==> src/logic/itb_cfg.svh <==
// Constants for the interval timer bus and control block.
`ifndef ITB_CFG_SVH
`define ITB_CFG_SVH
`define ITB_ADDR_CTRL     2'h3
`define ITB_CW_SEL_HI     7
`define ITB_CW_SEL_LO     6
`define ITB_CW_ORD_HI     5
`define ITB_CW_ORD_LO     4
`define ITB_CW_MODE_HI    3
`define ITB_CW_MODE_LO    1
`define ITB_CW_BCD        0
`define ITB_SEL_ILLEGAL   2'h3
`define ITB_ORD_LATCH     2'h0
`define ITB_ORD_LSB       2'h1
`define ITB_ORD_MSB       2'h2
`define ITB_ORD_BOTH      2'h3
`define ITB_CW_RESET      6'h00
`endif

==> src/logic/itb_pkg.sv <==
// Types shared by the interval timer files.
package itb_pkg;
    typedef enum logic [2:0] {
        ITB_M0, ITB_M1, ITB_M2, ITB_M3, ITB_M4, ITB_M5
    } itb_mode_t;
    typedef enum logic [1:0] {
        ITB_ST_IDLE, ITB_ST_WAIT_HI, ITB_ST_ARM, ITB_ST_RUN
    } itb_state_t;
endpackage

==> src/logic/itb_counter.sv <==
// One counter channel: 16-bit down counter with mode-driven output.
`include "itb_cfg.svh"
module itb_counter
    import itb_pkg::*;
(
    // Clock and reset.
    input  wire logic             clk,
    input  wire logic             rst_n,
    // Configuration.
    input  wire itb_pkg::itb_mode_t mode,
    input  wire logic             bcd,
    input  wire logic             cfg_wr,
    input  wire logic             stop,
    input  wire logic             load,
    input  wire logic [15:0]      load_val,
    // Counter pins, sampled synchronously.
    input  wire logic             cnt_clk,
    input  wire logic             gate,
    output logic                  out,
    output logic [15:0]           count
);
    logic [15:0] cnt_reg, cnt_next, init_reg, init_next;
    logic        out_reg, out_next, run_reg, run_next, pend_reg, pend_next;
    logic        cclk_reg, gate_reg;
    logic        fall, gate_rise;

    // Decrement by one or two in binary or four-decade decimal.
    function automatic logic [15:0] dec_val(input logic [15:0] v, input logic b,
                                            input logic [1:0] s);
        logic [15:0] r;
        r = v;
        for (int k = 0; k < 3; k++) begin
            if (k < int'(s)) begin
                if (!b) begin
                    r = r - 16'h0001;
                end else begin
                    r = r - 16'h0001;
                    if (r[3:0] == 4'hf) r[3:0] = 4'h9;
                    if (r[7:4] == 4'hf) r[7:4] = 4'h9;
                    if (r[11:8] == 4'hf) r[11:8] = 4'h9;
                    if (r[15:12] == 4'hf) r[15:12] = 4'h9;
                end
            end
        end
        return r;
    endfunction

    assign fall      = cclk_reg & ~cnt_clk;
    assign gate_rise = gate & ~gate_reg;
    assign out       = out_reg;
    assign count     = cnt_reg;

    // Next-state logic for count, output and pending load.
    always_comb begin
        cnt_next  = cnt_reg;
        init_next = init_reg;
        out_next  = out_reg;
        run_next  = run_reg;
        pend_next = pend_reg | load;
        if (load) init_next = load_val;
        if (cfg_wr) begin
            out_next  = (mode != ITB_M0);
            run_next  = 1'b0;
            pend_next = 1'b0;
        end else if (stop && mode == ITB_M0) begin
            run_next = 1'b0;
        end else if (fall) begin
            if (pend_reg && (mode == ITB_M0 || mode == ITB_M4 || !run_reg)) begin
                cnt_next  = init_next;
                pend_next = 1'b0;
                run_next  = 1'b1;
                if (mode == ITB_M0) out_next = 1'b0;
            end else if ((mode == ITB_M1 || mode == ITB_M5) && gate_rise) begin
                cnt_next = init_reg;
                run_next = 1'b1;
                if (mode == ITB_M1) out_next = 1'b0;
            end else if ((mode == ITB_M2 || mode == ITB_M3) && !gate) begin
                out_next = 1'b1;
                cnt_next = init_reg;
            end else if (run_reg && (gate || mode == ITB_M1 || mode == ITB_M5)) begin
                case (mode)
                    ITB_M2: begin
                        // Low only while at count one, then reload, so a period is N clocks.
                        cnt_next = (cnt_reg == 16'h0001) ? init_reg
                                                         : dec_val(cnt_reg, bcd, 2'd1);
                        out_next = (cnt_reg != 16'h0002);
                    end
                    ITB_M3: begin
                        if (cnt_reg <= 16'h0002) begin
                            cnt_next = init_reg;
                            out_next = ~out_reg;
                        end else begin
                            cnt_next = dec_val(cnt_reg, bcd, cnt_reg[0] ? 2'd1 : 2'd2);
                        end
                    end
                    default: begin
                        cnt_next = dec_val(cnt_reg, bcd, 2'd1);
                        if (cnt_reg == 16'h0001) begin
                            out_next = (mode == ITB_M0 || mode == ITB_M1);
                        end else if (mode == ITB_M4 || mode == ITB_M5) begin
                            out_next = 1'b1;
                        end
                    end
                endcase
            end else if (mode == ITB_M4 || mode == ITB_M5) begin
                out_next = 1'b1;
            end
        end
    end

    // State registers.
    always_ff @(posedge clk or negedge rst_n) begin
        if (!rst_n) begin
            cnt_reg  <= 16'h0000;
            init_reg <= 16'h0000;
            out_reg  <= 1'b0;
            run_reg  <= 1'b0;
            pend_reg <= 1'b0;
            cclk_reg <= 1'b0;
            gate_reg <= 1'b0;
        end else begin
            cnt_reg  <= cnt_next;
            init_reg <= init_next;
            out_reg  <= out_next;
            run_reg  <= run_next;
            pend_reg <= pend_next;
            cclk_reg <= cnt_clk;
            gate_reg <= gate;
        end
    end

    AST_MODE0_LOW: assert property (@(posedge clk) disable iff (!rst_n)
        (cfg_wr && mode == ITB_M0) |=> !out) else $error("mode 0 output not low");
    AST_MODE2_PULSE: assert property (@(posedge clk) disable iff (!rst_n)
        (mode == ITB_M2 && !out && fall && !cfg_wr) |=> out) else $error("m2 pulse");
endmodule

==> src/logic/itb_top.sv <==
// Bus interface, control word decode and three timer channels.
`include "itb_cfg.svh"
module itb_top
    import itb_pkg::*;
(
    // Clock and reset.
    input  wire logic        clk,
    input  wire logic        rst_n,
    // Processor bus.
    input  wire logic        cs_n,
    input  wire logic        rd_n,
    input  wire logic        wr_n,
    input  wire logic        port_sel_0,
    input  wire logic        port_sel_1,
    input  wire logic [7:0]  data_in,
    output logic      [7:0]  data_out,
    output logic             data_oe,
    // Counter pins.
    input  wire logic [2:0]  cnt_clk,
    input  wire logic [2:0]  gate,
    output logic      [2:0]  cnt_out
);
    import itb_pkg::*;

    itb_mode_t   mode_reg [3], mode_next [3];
    logic [2:0]  bcd_reg, bcd_next;
    logic [1:0]  ord_reg [3], ord_next [3];
    logic [2:0]  lhi_reg, lhi_next, rhi_reg, rhi_next, lat_reg, lat_next;
    logic [15:0] ldat_reg [3], ldat_next [3], lat_val_reg [3], lat_val_next [3];
    logic [2:0]  cfg_wr, stop, load;
    logic [2:0]  cfg_wr_reg;
    logic [15:0] load_val [3];
    logic [15:0] count [3];
    logic [2:0]  out_w;
    logic [7:0]  dout_reg, dout_next;
    logic        oe_reg, oe_next, wr_d, rd_d;
    logic [1:0]  addr;
    logic        wr_acc, rd_acc, rd_end;
    logic [7:0]  cw;

    // Decode a mode field; top bit ignored for modes 2 and 3.
    function automatic itb_mode_t mode_dec(input logic [2:0] m);
        case (m)
            3'h0: return ITB_M0;
            3'h1: return ITB_M1;
            3'h4: return ITB_M4;
            3'h5: return ITB_M5;
            default: return m[0] ? ITB_M3 : ITB_M2;
        endcase
    endfunction

    assign addr   = {port_sel_1, port_sel_0};
    assign wr_acc = !cs_n && !wr_n && rd_n && wr_d;
    assign rd_acc = !cs_n && !rd_n && wr_n;
    assign rd_end = rd_d && (rd_n || cs_n);
    assign cw     = data_in;
    assign data_out = dout_reg;
    assign data_oe  = oe_reg;
    assign cnt_out  = out_w;

    // Bus access next state per channel.
    always_comb begin
        bcd_next = bcd_reg; lhi_next = lhi_reg; rhi_next = rhi_reg;
        lat_next = lat_reg;
        cfg_wr = 3'h0; stop = 3'h0; load = 3'h0;
        for (int i = 0; i < 3; i++) begin
            mode_next[i] = mode_reg[i];
            ord_next[i] = ord_reg[i];
            ldat_next[i] = ldat_reg[i];
            lat_val_next[i] = lat_val_reg[i];
            load_val[i] = ldat_reg[i];
            // Read completion first, so a latch or mode write in the same cycle wins.
            if (rd_end && addr == 2'(i)) begin
                if (ord_reg[i] == `ITB_ORD_BOTH) rhi_next[i] = ~rhi_reg[i];
                if (ord_reg[i] != `ITB_ORD_BOTH || rhi_reg[i]) lat_next[i] = 1'b0;
            end
            if (wr_acc && addr == `ITB_ADDR_CTRL && cw[7:6] == 2'(i)) begin
                if (cw[5:4] == `ITB_ORD_LATCH) begin
                    lat_next[i] = 1'b1;
                    lat_val_next[i] = count[i];
                end else begin
                    ord_next[i] = cw[5:4];
                    mode_next[i] = mode_dec(cw[3:1]);
                    bcd_next[i] = cw[`ITB_CW_BCD];
                    cfg_wr[i] = 1'b1;
                    lhi_next[i] = 1'b0;
                    rhi_next[i] = 1'b0;
                    lat_next[i] = 1'b0;
                end
            end
            if (wr_acc && addr == 2'(i)) begin
                case (ord_reg[i])
                    `ITB_ORD_LSB: begin load_val[i] = {8'h00, cw}; load[i] = 1'b1; end
                    `ITB_ORD_MSB: begin load_val[i] = {cw, 8'h00}; load[i] = 1'b1; end
                    default: begin
                        if (!lhi_reg[i]) begin
                            ldat_next[i][7:0] = cw;
                            stop[i] = 1'b1;
                        end else begin
                            load_val[i] = {cw, ldat_reg[i][7:0]};
                            load[i] = 1'b1;
                        end
                        lhi_next[i] = ~lhi_reg[i];
                    end
                endcase
            end
        end
    end

    // Read data path; control word address never drives the bus.
    always_comb begin
        logic [15:0] v;
        v = 16'h0000;
        dout_next = 8'h00;
        oe_next = rd_acc && addr != `ITB_ADDR_CTRL;
        for (int i = 0; i < 3; i++) begin
            if (addr == 2'(i)) begin
                v = lat_reg[i] ? lat_val_reg[i] : count[i];
                dout_next = (ord_reg[i] == `ITB_ORD_MSB ||
                            (ord_reg[i] == `ITB_ORD_BOTH && rhi_reg[i])) ? v[15:8] : v[7:0];
            end
        end
    end

    // Bus and configuration registers.
    always_ff @(posedge clk or negedge rst_n) begin
        if (!rst_n) begin
            for (int i = 0; i < 3; i++) begin
                mode_reg[i] <= ITB_M0;
                ord_reg[i] <= `ITB_ORD_BOTH;
                ldat_reg[i] <= 16'h0000;
                lat_val_reg[i] <= 16'h0000;
            end
            bcd_reg <= 3'h0; lhi_reg <= 3'h0; rhi_reg <= 3'h0; lat_reg <= 3'h0;
            dout_reg <= 8'h00; oe_reg <= 1'b0; wr_d <= 1'b1; rd_d <= 1'b0;
            cfg_wr_reg <= 3'h0;
        end else begin
            for (int i = 0; i < 3; i++) begin
                mode_reg[i] <= mode_next[i];
                ord_reg[i] <= ord_next[i];
                ldat_reg[i] <= ldat_next[i];
                lat_val_reg[i] <= lat_val_next[i];
            end
            bcd_reg <= bcd_next; lhi_reg <= lhi_next; rhi_reg <= rhi_next;
            lat_reg <= lat_next;
            dout_reg <= dout_next; oe_reg <= oe_next;
            wr_d <= wr_n | cs_n;
            rd_d <= rd_acc;
            // Mode pulse is registered to land in the same cycle as the mode register, so the channel acts on the new mode.
            cfg_wr_reg <= cfg_wr;
        end
    end

    // Three independent channels, unaffected by the select input.
    for (genvar g = 0; g < 3; g++) begin : g_ch
        itb_counter u_cnt (
            .clk      (clk),
            .rst_n    (rst_n),
            .mode     (mode_reg[g]),
            .bcd      (bcd_reg[g]),
            .cfg_wr   (cfg_wr_reg[g]),
            .stop     (stop[g]),
            .load     (load[g]),
            .load_val (load_val[g]),
            .cnt_clk  (cnt_clk[g]),
            .gate     (gate[g]),
            .out      (out_w[g]),
            .count    (count[g])
        );
    end

    AST_DESEL_FLOAT: assert property (@(posedge clk) disable iff (!rst_n)
        cs_n |=> !data_oe) else $error("bus driven while deselected");
    AST_CTRL_NOREAD: assert property (@(posedge clk) disable iff (!rst_n)
        (rd_acc && addr == 2'h3) |=> !data_oe) else $error("control word read drove bus");
    AST_IDLE_FLOAT: assert property (@(posedge clk) disable iff (!rst_n)
        (rd_n && wr_n) |=> !data_oe) else $error("bus driven while idle");
    AST_READ_DRIVES: assert property (@(posedge clk) disable iff (!rst_n)
        (rd_acc && addr != 2'h3) |=> data_oe) else $error("read not answered");
    AST_ILLEGAL_SEL: assert property (@(posedge clk) disable iff (!rst_n)
        (wr_acc && addr == 2'h3 && cw[7:6] == 2'h3) |-> cfg_wr == 3'h0) else $error("illegal sel");
    AST_LATCH_HOLD: assert property (@(posedge clk) disable iff (!rst_n)
        (lat_reg[0] && !cfg_wr[0] && !wr_acc) |=> $stable(lat_val_reg[0])) else $error("latch moved");
    COV_READ: cover property (@(posedge clk) rd_acc);
    COV_LATCH: cover property (@(posedge clk) lat_reg[0]);
    COV_LOAD: cover property (@(posedge clk) load[0]);
endmodule

==> config.mk <==
export PLATFORM = sky130hd
export DESIGN_NAME = itb_top
export DESIGN_NICKNAME = d
export VERILOG_FILES = /design/src/logic/itb_pkg.sv /design/src/logic/itb_counter.sv /design/src/logic/itb_top.sv
export VERILOG_INCLUDE_DIRS = /design/src /design/src/logic
export SDC_FILE = /design/constraint.sdc
export NUM_CORES = 1
export LEC_CHECK = 0
export ABC_AREA = 0
export BUFFER_PORTS_ARGS = -buffer_cell sky130_fd_sc_hd__buf_2
export CAP_MARGIN = 10
export CORE_MARGIN = 8
export CORE_UTILIZATION = 40
export DETAILED_ROUTE_END_ITERATION = 8
export PLACE_DENSITY = 0.61
export SLEW_MARGIN = 25
export SYNTH_ARGS = -nofsm -noshare
export SYNTH_HDL_FRONTEND = slang
export SYNTH_SLANG_ARGS = --single-unit
export TNS_END_PERCENT = 1
==> constraint.sdc <==
create_clock -name clk -period 5.2 [get_ports clk]
set_clock_uncertainty 0.15 [all_clocks]
set_input_delay 1.3 -clock clk [delete_from_list [all_inputs] [get_ports clk]]
set_output_delay 1.3 -clock clk [all_outputs]
set_load 0.005 [all_outputs]
==> flow_summary.yaml <==
run_status:
  run_status: "finished clean"
sta:
  fmax_mhz: 237.3
  timing.final.crit_share_pct: 81.05
  timing.final.hold_violations: 0
  slew_viol_final: 0
  slew_headroom_pct: 31.29
  rsz0062_at_grt: "false"
  final_critical_path_time_including_i_o_delays_and_setup_ns: 4.215
  setup-tns-final_ns: 0
  setup_viol: 0
  timing_worst_slew_pin_value_ns: 1.029
  whs_ns: 0.3312
route:
  met3RoutedLength_um: 2989
  detail_route.first_pass.iterations: 5
  detailed_routing_wirelength_on_met1_um: 22510
  finalWirelength_um: 50220
  drt_initial_violations: 1270
  drc: 0
  route.met2.wl_um: 23320
  final_antenna_net_count: 0
  drt-wirelength-per-cell_um: 22.02
  maxUsedRoutingLayer: "met5"
  route.vias.total: 14320
  detail_route.vias_per_cell: 6.279
critical_path:
  path_max_fanout: 13
  critical_path_class: "register to register"
  critPathLaunchType: "register"
  crit_arrival_ns: 4.47
  critPathCapture: "g_ch[2].u_cnt.count[13]"
  end_kind: "register"
  ff2ff_setup_slack_ns: 0.99
  worstReg2RegEnd: "g_ch[2].u_cnt.count[13]"
  worst_setup_path_startpoint: "g_ch[2].u_cnt.count[1]"
  critical_path.reg2reg.startpoint: "g_ch[2].u_cnt.count[1]"
  worst-endpoint-required_ns: 5.45
  worstRegToRegCells: 10
grt:
  grt_max_degree: 104
  grt_pass1_wl_um: 78270
  first_global_vias: 13470
  grt_overflow: 0
  grtUsageTotal_pct: 20.81
  antenna_found_initial: 1
clock_network:
  deepest_level_of_the_cts_h_tree: 1
  post_cts.repair.setup_buffers: 0
  clockBufferDepth: 3
  clk_latency_ns: 0.53
  cts_sinks: 224
  clk_pin_slew_ns: 0.06
  cts_root_buffer: "sky130_fd_sc_hd__clkbuf_16"
  ctsHoldBuffers: 0
  cts_buffers: 25
  tritoncts: "yes"
  post_cts_resize_count: 0
power:
  leakagePower_nw: 7.037
  power_density_mw_per_mm2: 512.9
  ir_worst_vdd_v: 0.0003744
floorplan:
  fp.coreArea_mm2: 0.03874
  initial_core_util_pct: 40.57
  chipHeight_um: 214.2
  floorplan.rows: 72
  floorplan.die.width_um: 214.2
  die_area_mm2: 0.04589
  io_pins: 33
logic_synthesis:
  ys_dominant_reg_cell: "sky130_fd_sc_hd__dfrtp_1"
  synthArstFlopShare_pct: 100.0
  post-synth-top-area-cell: "sky130_fd_sc_hd__dfrtp_1"
  number_of_enable_flip_flop_cells_after_synthesis: 0
  synth-seq-area-share_pct: 35.72
  netlist-cell-type-count: 95
  synth.net_count: 1854
  synth.most_common_cell: "sky130_fd_sc_hd__nand2_1"
  synthesized_area_mm2: 0.01572
  top_cells_by_area_synth: "sky130_fd_sc_hd__dfrtp_1 35%, sky130_fd_sc_hd__nand2_1 5.3%, sky130_fd_sc_hd__mux2_2 4.8%"
  post_synth_most_frequent_cells: "224 x sky130_fd_sc_hd__nand2_1, 217 x sky130_fd_sc_hd__dfrtp_1, 144 x sky130_fd_sc_hd__o21ai_0"
  yosys_synthesis_warning_count: 0
  syn-instance-count: 1803
  share_of_the_synthesized_area_in_the_top_cell_type_pct: 34.55
  synth_area_per_cell_um2: 8.717
  yosys_register_bits: 224
placed_design:
  gp_congestion: 0.9357
  post-dp-hpwl_um: 35600
  portBuffers: 32
finish:
  finish.net_count: 1797
  share_of_final_layout_standard_cells_stronger_than_drive_strength_1_pct: 13.73
  flow.area_growth_from_synthesis_pct: 8.152
  antennaDiodeCount: 0
hold_path:
  whs_path_depth: 2
  worstHoldPathType: "register to register"
job:
  max_cap_viol_count: 0
area by class of cell:
| type | count | area, um^2 |
|---|---|---|
| fillers | 3841 | 21740 |
| multi-input cells | 1382 | 9310 |
| flip-flops and latches | 224 | 5614 |
| clock buffers | 34 | 719.4 |
| well taps | 518 | 648.1 |
| repair buffers | 63 | 415.4 |
| inverters | 50 | 187.7 |
| clock inverters | 9 | 103.9 |
per-stage QoR:
stage,utilization (%),total power [W],std cells,setup WS [ns],area (um^2)
floorplan,-,0.005620,1803,1.536,15720
global placement,41.73,0.006802,2237,0.9740,16170
detailed placement,41.73,0.006842,2237,0.9271,16170
CTS,43.86,0.008670,2280,1.027,16990
global route,43.88,0.009245,2280,0.7180,17000
finish,43.88,0.008720,2280,0.9852,17000
worst max-delay path, stage by stage (launching register included):
cell	delay, ns
sky130_fd_sc_hd__dfrtp_1	0.56
sky130_fd_sc_hd__inv_1	0.31
sky130_fd_sc_hd__ha_1	0.50
sky130_fd_sc_hd__nor3b_2	0.51
sky130_fd_sc_hd__nand3_1	0.26
sky130_fd_sc_hd__xor2_1	0.44
sky130_fd_sc_hd__o22ai_1	0.15
sky130_fd_sc_hd__nor3_1	0.46
sky130_fd_sc_hd__xnor2_1	0.12
sky130_fd_sc_hd__or3_1	0.33
sky130_fd_sc_hd__a221o_1	0.29
cells by family after synthesis:
| logic type | after synthesis | share of synthesized area, % |
|---|---|---|
| xor gates and xnor gates | 62 | 3.503 |
| buffers and inverters | 197 | 5.103 |
| muxes | 112 | 9.608 |
| and+or+nand+nor | 678 | 22.46 |
| DFF | 224 | 35.72 |
| adders and majority gates | 30 | 2.388 |
| AOI/OAI and AO/OA | 500 | 21.21 |
worst min path at each step:
| stage | from | endpoint | slack [ns] |
|---|---|---|---|
| CTS | lat_val_reg[38] | lat_val_reg[38] | 0.33 |
| detailed placement | lat_val_reg[38] | lat_val_reg[38] | 0.32 |
| global route | lat_val_reg[23] | lat_val_reg[23] | 0.36 |
| floorplan | lat_val_reg[17] | lat_val_reg[17] | 0.29 |
| finish | lat_val_reg[38] | lat_val_reg[38] | 0.33 |
| global placement | lat_val_reg[20] | lat_val_reg[20] | 0.31 |
power breakdown:
part           switching, W  leakage, nW  internal (W)
clock              0.000745        0.403       0.00106
sequential         0.000785         2.88       0.00211
combinational       0.00242         3.76       0.00160
routing by layer:
metal,GRT usage (%),vias up
li1,-,6573
met1,29.19,7131
met2,33.28,521
met3,2.680,90
met4,5.964,2
met5,0,-
cell usage in the layout, fill, tap and decap left out, drive strengths merged, types with 13 or more instances in the layout:
cell type / n
a22oi: 19
or2: 13
mux4: 24
nor3b: 17
nor3: 55
dfrtp: 217
nand3: 40
xor2: 19
nand4: 21
a211oi: 28
a31oi: 19
and3: 26
mux2i: 20
nand2: 225
a21oi: 81
a221oi: 18
xnor2: 43
nor2b: 19
o21ai: 155
buf: 63
o211ai: 21
or3: 18
o31ai: 19
nor2: 118
or4: 17
inv: 46
clkbuf: 34
mux2: 68
ha: 30
nand2b: 25
nor4: 28
Power figures use the tool's default switching activity.
